**config.mk**
```make
export PLATFORM = sky130hd
export DESIGN_NAME = rpsc_top
export DESIGN_NICKNAME = d
export VERILOG_FILES = /design/src/rpsc_top.v /design/src/rpsc_sync.v
export VERILOG_INCLUDE_DIRS = /design/src
export SDC_FILE = /design/constraint.sdc
export NUM_CORES = 1
export LEC_CHECK = 0
export BUFFER_PORTS_ARGS = -buffer_cell sky130_fd_sc_hd__buf_2
export CAP_MARGIN = 20
export CELL_PAD_IN_SITES_DETAIL_PLACEMENT = 1
export CELL_PAD_IN_SITES_GLOBAL_PLACEMENT = 2
export CORE_MARGIN = 10
export CORE_UTILIZATION = 39
export CTS_CLUSTER_DIAMETER = 40
export DETAILED_ROUTE_END_ITERATION = 7
export MAX_ROUTING_LAYER = met4
export PLACE_DENSITY_LB_ADDON = 0.1
export SLEW_MARGIN = 20
export SYNTH_ARGS = -nofsm -noshare
export SYNTH_HDL_FRONTEND = slang
export SYNTH_HIERARCHICAL = 1
export SYNTH_SLANG_ARGS = --single-unit
```
**constraint.sdc**
```tcl
create_clock -name I_CLOCK -period 4.7 [get_ports I_CLOCK]
set_input_delay 0.705 -clock I_CLOCK [delete_from_list [all_inputs] [get_ports I_CLOCK]]
set_output_delay 0.705 -clock I_CLOCK [all_outputs]
set_load 0.05 [all_outputs]
```
**src/rpsc_defines.vh**
```
`ifndef RPSC_DEFINES_VH
`define RPSC_DEFINES_VH
`define RPSC_CLK_PERIOD_PS 5000
`define RPSC_CPU_RST_DELAY_US 1000
`define RPSC_CPU_RST_CYCLES ((`RPSC_CPU_RST_DELAY_US * 1000000) / `RPSC_CLK_PERIOD_PS)
`define RPSC_COMP_CYCLES 64
`define RPSC_HA_WIDTH 33
`endif

```
**src/rpsc_top.v**
```verilog
`timescale 1ns/100ps
`default_nettype none
`include "rpsc_defines.vh"
module rpsc_top #(
  parameter CPU_RST_CYCLES = `RPSC_CPU_RST_CYCLES,
  parameter COMP_CYCLES = `RPSC_COMP_CYCLES,
  parameter HA_WIDTH = `RPSC_HA_WIDTH
) (
  // clock and reset
  input wire I_CLOCK,
  input wire I_SYS_RST,
  // power good, asynchronous pin
  input wire I_POWER_GOOD_IN,
  // host address lines as seen at the pads
  input wire [HA_WIDTH-1:0] I_HOST_ADDRESS_LINES,
  // processor reset, active low, open drain with termination
  output reg O_PROCESSOR_RESET_OUT_N,
  output reg O_PROCESSOR_RESET_OE,
  output reg O_PROCESSOR_RESET_TERM,
  // host bus pad control
  output reg O_HOST_ADDRESS_OE,
  output reg O_HOST_ADDRESS_TERM,
  output reg O_HOST_CTRL_OE,
  output reg O_HOST_CTRL_TERM,
  output reg O_POWER_ON_CONFIG_STATE,
  // captured straps
  output reg [HA_WIDTH-1:0] O_STRAP_CONFIG,
  output reg O_STRAP_VALID,
  // memory channels, index 0 is A, 1 is B
  output reg [1:0] O_MEM_BUS_OE,
  output reg [3:0] O_MEM_CLOCK_ENABLE_A,
  output reg [3:0] O_MEM_CLOCK_ENABLE_B,
  output reg [3:0] O_MEM_ON_DIE_TERM_A,
  output reg [3:0] O_MEM_ON_DIE_TERM_B,
  output reg [1:0] O_MEM_CKE_OE,
  // compensation pads
  output reg O_HOST_IMPEDANCE_COMP_PAD_OE,
  output reg O_MEM_IMPEDANCE_COMP_PAD_OE,
  output reg O_COMP_DONE,
  output reg O_CPU_RESET_DONE
);
  localparam [1:0] ST_RESET = 2'h0;
  localparam [1:0] ST_HOLD = 2'h1;
  localparam [1:0] ST_RUN = 2'h2;

  wire pg_s;
  wire [HA_WIDTH-1:0] ha_s;
  reg pg_d;
  reg [1:0] state;
  reg [1:0] next_state;
  reg [31:0] cnt;
  reg [31:0] comp_cnt;
  // delay end, one cycle ahead of the release
  wire delay_done;
  // synchronized power good has just risen
  wire pg_rise;
  genvar ch;

  rpsc_sync #(.WIDTH(1), .RESET_VAL(1'b0)) u_pg (
    .i_clk(I_CLOCK),
    .i_rst(I_SYS_RST),
    .i_d(I_POWER_GOOD_IN),
    .o_q(pg_s)
  );
  rpsc_sync #(.WIDTH(HA_WIDTH), .RESET_VAL({HA_WIDTH{1'b1}})) u_ha (
    .i_clk(I_CLOCK),
    .i_rst(I_SYS_RST),
    .i_d(I_HOST_ADDRESS_LINES),
    .o_q(ha_s)
  );

  assign delay_done = (cnt >= CPU_RST_CYCLES - 1);
  assign pg_rise = pg_s & ~pg_d;

  always @* begin
    next_state = state;
    case (state)
      ST_RESET: next_state = ST_HOLD;
      ST_HOLD: begin
        if (delay_done)
          next_state = ST_RUN;
      end
      ST_RUN: next_state = ST_RUN;
      default: next_state = ST_RESET;
    endcase
  end

  // state clears at once on reset
  always @(posedge I_CLOCK or posedge I_SYS_RST) begin
    if (I_SYS_RST) begin
      state <= ST_RESET;
    end else begin
      state <= next_state;
    end
  end

  // release delay: runs only while the processor reset is held
  always @(posedge I_CLOCK or posedge I_SYS_RST) begin
    if (I_SYS_RST) begin
      cnt <= 32'h00000000;
    end else if (state == ST_HOLD) begin
      cnt <= cnt + 32'h00000001;
    end
  end

  // compensation cycle modelled as a fixed count that then stops
  always @(posedge I_CLOCK or posedge I_SYS_RST) begin
    if (I_SYS_RST) begin
      comp_cnt <= 32'h00000000;
    end else if (comp_cnt < COMP_CYCLES) begin
      comp_cnt <= comp_cnt + 32'h00000001;
    end
  end

  // previous synchronized power good, for the edge detector
  always @(posedge I_CLOCK or posedge I_SYS_RST) begin
    if (I_SYS_RST) begin
      pg_d <= 1'b0;
    end else begin
      pg_d <= pg_s;
    end
  end

  // straps: captured on the rising edge of power good
  always @(posedge I_CLOCK or posedge I_SYS_RST) begin
    if (I_SYS_RST) begin
      O_STRAP_CONFIG <= {HA_WIDTH{1'b0}};
      O_STRAP_VALID <= 1'b0;
    end else if (pg_rise) begin
      O_STRAP_CONFIG <= ha_s;
      O_STRAP_VALID <= 1'b1;
    end
  end

  // processor reset: driven low until the delay ends
  always @(posedge I_CLOCK or posedge I_SYS_RST) begin
    if (I_SYS_RST) begin
      O_PROCESSOR_RESET_OUT_N <= 1'b0;
      O_PROCESSOR_RESET_OE <= 1'b1;
      O_PROCESSOR_RESET_TERM <= 1'b0;
      O_CPU_RESET_DONE <= 1'b0;
    end else begin
      // release to terminated high, never strong high
      O_PROCESSOR_RESET_OUT_N <= 1'b0;
      O_PROCESSOR_RESET_OE <= (next_state != ST_RUN);
      O_PROCESSOR_RESET_TERM <= (next_state == ST_RUN);
      O_CPU_RESET_DONE <= (next_state == ST_RUN);
    end
  end

  // host address lines: straps in reset, power-on config after
  always @(posedge I_CLOCK or posedge I_SYS_RST) begin
    if (I_SYS_RST) begin
      O_HOST_ADDRESS_OE <= 1'b0;
      O_HOST_ADDRESS_TERM <= 1'b1;
      O_POWER_ON_CONFIG_STATE <= 1'b0;
    end else begin
      O_HOST_ADDRESS_OE <= 1'b0;
      O_HOST_ADDRESS_TERM <= 1'b1;
      O_POWER_ON_CONFIG_STATE <= 1'b1;
    end
  end

  // host data, strobe and control lines: termination only
  always @(posedge I_CLOCK or posedge I_SYS_RST) begin
    if (I_SYS_RST) begin
      O_HOST_CTRL_OE <= 1'b0;
      O_HOST_CTRL_TERM <= 1'b1;
    end else begin
      O_HOST_CTRL_OE <= 1'b0;
      O_HOST_CTRL_TERM <= 1'b1;
    end
  end

  // per channel: bus floats, clock enable pins driven low
  generate
    for (ch = 0; ch < 2; ch = ch + 1) begin : g_chan
      always @(posedge I_CLOCK or posedge I_SYS_RST) begin
        if (I_SYS_RST) begin
          O_MEM_BUS_OE[ch] <= 1'b0;
          O_MEM_CKE_OE[ch] <= 1'b1;
        end else begin
          O_MEM_BUS_OE[ch] <= 1'b0;
          O_MEM_CKE_OE[ch] <= 1'b1;
        end
      end
    end
  endgenerate

  // channel A clock enable and on-die termination held low
  always @(posedge I_CLOCK or posedge I_SYS_RST) begin
    if (I_SYS_RST) begin
      O_MEM_CLOCK_ENABLE_A <= 4'h0;
      O_MEM_ON_DIE_TERM_A <= 4'h0;
    end else begin
      O_MEM_CLOCK_ENABLE_A <= 4'h0;
      O_MEM_ON_DIE_TERM_A <= 4'h0;
    end
  end

  // channel B clock enable and on-die termination held low
  always @(posedge I_CLOCK or posedge I_SYS_RST) begin
    if (I_SYS_RST) begin
      O_MEM_CLOCK_ENABLE_B <= 4'h0;
      O_MEM_ON_DIE_TERM_B <= 4'h0;
    end else begin
      O_MEM_CLOCK_ENABLE_B <= 4'h0;
      O_MEM_ON_DIE_TERM_B <= 4'h0;
    end
  end

  // compensation pads stay floating before, during and after the cycle
  always @(posedge I_CLOCK or posedge I_SYS_RST) begin
    if (I_SYS_RST) begin
      O_HOST_IMPEDANCE_COMP_PAD_OE <= 1'b0;
      O_MEM_IMPEDANCE_COMP_PAD_OE <= 1'b0;
      O_COMP_DONE <= 1'b0;
    end else begin
      O_HOST_IMPEDANCE_COMP_PAD_OE <= 1'b0;
      O_MEM_IMPEDANCE_COMP_PAD_OE <= 1'b0;
      O_COMP_DONE <= (comp_cnt >= COMP_CYCLES);
    end
  end
endmodule
`default_nettype wire

```
**src/rpsc_sync.v**
```verilog
`timescale 1ns/100ps
`default_nettype none
module rpsc_sync #(
  parameter WIDTH = 1,
  parameter [WIDTH-1:0] RESET_VAL = {WIDTH{1'b0}}
) (
  input wire i_clk,
  input wire i_rst,
  input wire [WIDTH-1:0] i_d,
  output reg [WIDTH-1:0] o_q
);
  reg [WIDTH-1:0] meta;
  always @(posedge i_clk or posedge i_rst) begin
    if (i_rst) begin
      meta <= RESET_VAL;
      o_q <= RESET_VAL;
    end else begin
      meta <= i_d;
      o_q <= meta;
    end
  end
endmodule
`default_nettype wire

```
==> results.sh <==
export IMPL_status="complete, no violations"
export IMPL_gr_total_overflow=0
export IMPL_cts_tree="yes"
export IMPL_final_cell_count_no_fill=704
export IMPL_coreArea_um2=15400
export IMPL_die_w_um=146
export IMPL_numCtsBuffers=17
export IMPL_synth_area_um2=6160
export IMPL_routabilityCongestion=0.744
export IMPL_yosysTopAreaCell="dfrtp_1"
export IMPL_cts_repair_resized=0
export IMPL_antenna_found_initial=1
export IMPL_nFillCells=1560
export IMPL_syn_avg_cell_area_um2=14.7
export IMPL_synth_cell_types=34
export IMPL_slew_limit_headroom_pct=33.8
export IMPL_hold_viol=0
export IMPL_fmax_mhz=399
export IMPL_routed_wl_um=11300
export IMPL_finalCritPeriodShare_pct=53.3
export IMPL_synth_area_top_cells="dfrtp_1 (43%), dfstp_2 (29%), mux2_2 (6.4%)"
export IMPL_peakVddDrop_uv=312
export IMPL_place_ws_ns=2.18
export IMPL_cts_setup_buffers=0
export IMPL_cp_required_ns=5.05
export IMPL_via_per_inst=4.49
export IMPL_die_area_um2=21200
export IMPL_drc=0
export IMPL_portBuffers=74
export IMPL_syn_inst=420
export IMPL_grt_max_degree=80
export IMPL_row_count=45
export IMPL_path_class="reg2reg"
export IMPL_fin_util_pct=46.4
export IMPL_slew_viol_final=0
export IMPL_place_inst=671
export IMPL_die_height_um=146
export IMPL_io_pins=102
export IMPL_power_density_nw_per_um2=462
export IMPL_hold_class="in2async"
export IMPL_yosysWarningCount=6
export IMPL_fin_nets=518
export IMPL_p_leak_nw=3.33
export IMPL_skew_ns=0.0113
export IMPL_start_util_pct=40.1
export IMPL_ys_seq_elements=173
export IMPL_total_power_w=0.00330
export IMPL_ant_nets=0
export IMPL_clock_sinks=173
export IMPL_finalSetupTns_ns=0
export IMPL_clock_path_buffers=2
export IMPL_rrSetupSlack_ns=2.19
export IMPL_area_growth_pct=15.8
export IMPL_htree_num_levels=4
export IMPL_vias=3160
export IMPL_cts_root_buffer="clkbuf_16"
export IMPL_maxCapViolCount=0
export IMPL_synth_top_area_share_pct=43.0
export IMPL_crit_fanout=14
export IMPL_yosysSeqAreaShare_pct=71.6
export IMPL_dr_pass1_iters=4
export IMPL_grt_pass1_wl_um=19400
export IMPL_worstPathArrival_ns=2.85
export IMPL_clk_latency_ns=0.42
export IMPL_cts_reportedPaths_clkPinSlew_ns=0.07
export IMPL_dp_hpwl_um=7640
export IMPL_drive_above_1_share_pct=44.7
export IMPL_setup_viol=0
export IMPL_critPathCaptureType="flip-flop"
export IMPL_min_period_ns=2.51
export IMPL_grt_pass1_vias=3688
export IMPL_worstMarginPinSlew_ns=0.990
export IMPL_wire_per_inst_um=16.1
export IMPL_grtUsageTotal_pct=11.7
export IMPL_worst_setup_path_start_kind="flip-flop"
export IMPL_drtIter0Drc=118
export IMPL_hold_buffers=0
export IMPL_final_setup_worst_slack_ns=2.19
export IMPL_rsz0062_at_grt="no"
[kinds of logic (layout without fill, tap and decap cells)]
kind of cell	Yosys count	count (layout)	synth area share (%)
flip-flops	173	173	71.6
AND/OR/NAND/NOR	86	86	8.53
other	2	29	0.122
adder cells (fa/ha/maj)	3	3	0.609
XOR/XNOR	36	36	5.12
AO/OA/AOI/OAI	9	9	1.02
buffers and inverters	76	122	6.60
multiplexers	35	35	6.40
[report_power, final]
group	internal [W]	total, W	leakage, nW	switching (W)
sequential	0.00158	0.00162	2.07	0.0000343
combinational	0.0000752	0.000348	0.997	0.000272
clock	0.000736	0.00133	0.270	0.000597
total	0.00239	0.00330	3.33	0.000904
[layout make-up]
cell class / count / area [um^2] / share of cell area [%]
Timing Repair Buffer: 76 / 385 / 5.40
Inverter: 14 / 57.6 / 0.806
Tap cell: 211 / 264 / 3.70
Multi-Input combinational cell: 197 / 1450 / 20.3
Sequential cell: 173 / 4410 / 61.8
Antenna cell: 1 / 2.50 / 0.0351
Clock inverter: 12 / 100 / 1.40
Clock buffer: 20 / 468 / 6.56
[synthesized netlist by cell type]
library cell and n:
o21a_1 2, nor3b_2 1, conb_1 2, or3_1 1, dfstp_2 67, o21ai_0 2, buf_4 28, mux2_2 35
nand4_1 7, nor2_1 8, inv_1 14, a311o_1 1, nand2_1 10, nand4_2 1, xor2_1 24, nor4_4 2
nor4_1 18, nand3_1 15, ha_1 3, clkbuf_1 31, dfrtp_1 106, or2_2 1, and3_1 3, nand4_4 1
a31o_2 1, nor2b_1 2, and4_1 2, buf_2 1, or4_4 1, xnor2_1 12, a41oi_1 1, buf_6 2
nor3_1 13, a21oi_1 2
[worst paths after layout]
kind | start | cells past startpoint | end
min in group I_CLOCK | u_ha/meta[13]$_DFF_PP1_ | 0 | u_ha/o_q[13]$_DFF_PP1_
min reg2reg | u_ha/meta[13]$_DFF_PP1_ | 0 | u_ha/o_q[13]$_DFF_PP1_
max in group asynchronous | I_SYS_RST | 3 | O_PROCESSOR_RESET_OE$_DFF_PP1_
max | state[0]$_DFF_PP0_ | 4 | cnt[25]$_DFFE_PP0N_
max reg2reg | state[0]$_DFF_PP0_ | 4 | cnt[25]$_DFFE_PP0N_
min | I_SYS_RST | 2 | u_pg/meta$_DFF_PP0_
[worst max-delay path, cell delays in order (launching register included)]
cell,delay [ns]
dfrtp_1,0.39
nor2b_1,0.57
nand4_1,0.75
nor4_1,0.54
xor2_1,0.18
[through the flow]
stage                     instance area, um^2  hold WS [ns]
after floorplan                          6260         0.331
after global placement                   6570         0.335
after detailed placement                 6570         0.347
after CTS                                7130         0.154
after global routing                     7140         0.174
final                                    7140         0.185
[layout by cell type, fill, tap and decap left out, types with 2 or more instances in the layout]
master	synthesis	routed
dfrtp_1	106	106
buf_2	1	74
dfstp_2	67	67
mux2_2	35	35
conb_1	2	28
xor2_1	24	24
nor4_1	18	18
clkbuf_16	0	18
nand3_1	15	15
nor3_1	13	13
inv_1	14	12
xnor2_1	12	12
nand2_1	10	10
nor2_1	8	8
nand4_1	7	7
inv_6	0	4
clkinvlp_4	0	4
and3_1	3	3
ha_1	3	3
inv_8	0	3
a21oi_1	2	2
o21a_1	2	2
o21ai_0	2	2
and4_1	2	2
nor4_4	2	2
clkinv_2	0	2
buf_4	28	2
[per-layer routing]
metal	wire length, um	up-vias	part of all wire [%]	track usage [%]
li1	-	1456	-	-
met1	5340	1617	47	15.1
met2	5240	74	46	16.4
met3	579	13	5.1	4.59
met4	157	0	1.4	3.79
met5	0	-	0	-
[sequential cells by signal, indices dropped and copies added (netlist names)]
signal                   cells
pg_d                         1
O_STRAP_CONFIG              33
comp_cnt                    32
O_COMP_DONE                  1
O_CPU_RESET_DONE             1
u_ha/meta                   33
O_PROCESSOR_RESET_OE         1
u_pg/meta                    1
O_STRAP_VALID                1
cnt                         32
state                        2
O_POWER_ON_CONFIG_STATE      1
u_pg/o_q                     1
u_ha/o_q                    33
No activity file was read; power rests on OpenSTA's default activity.
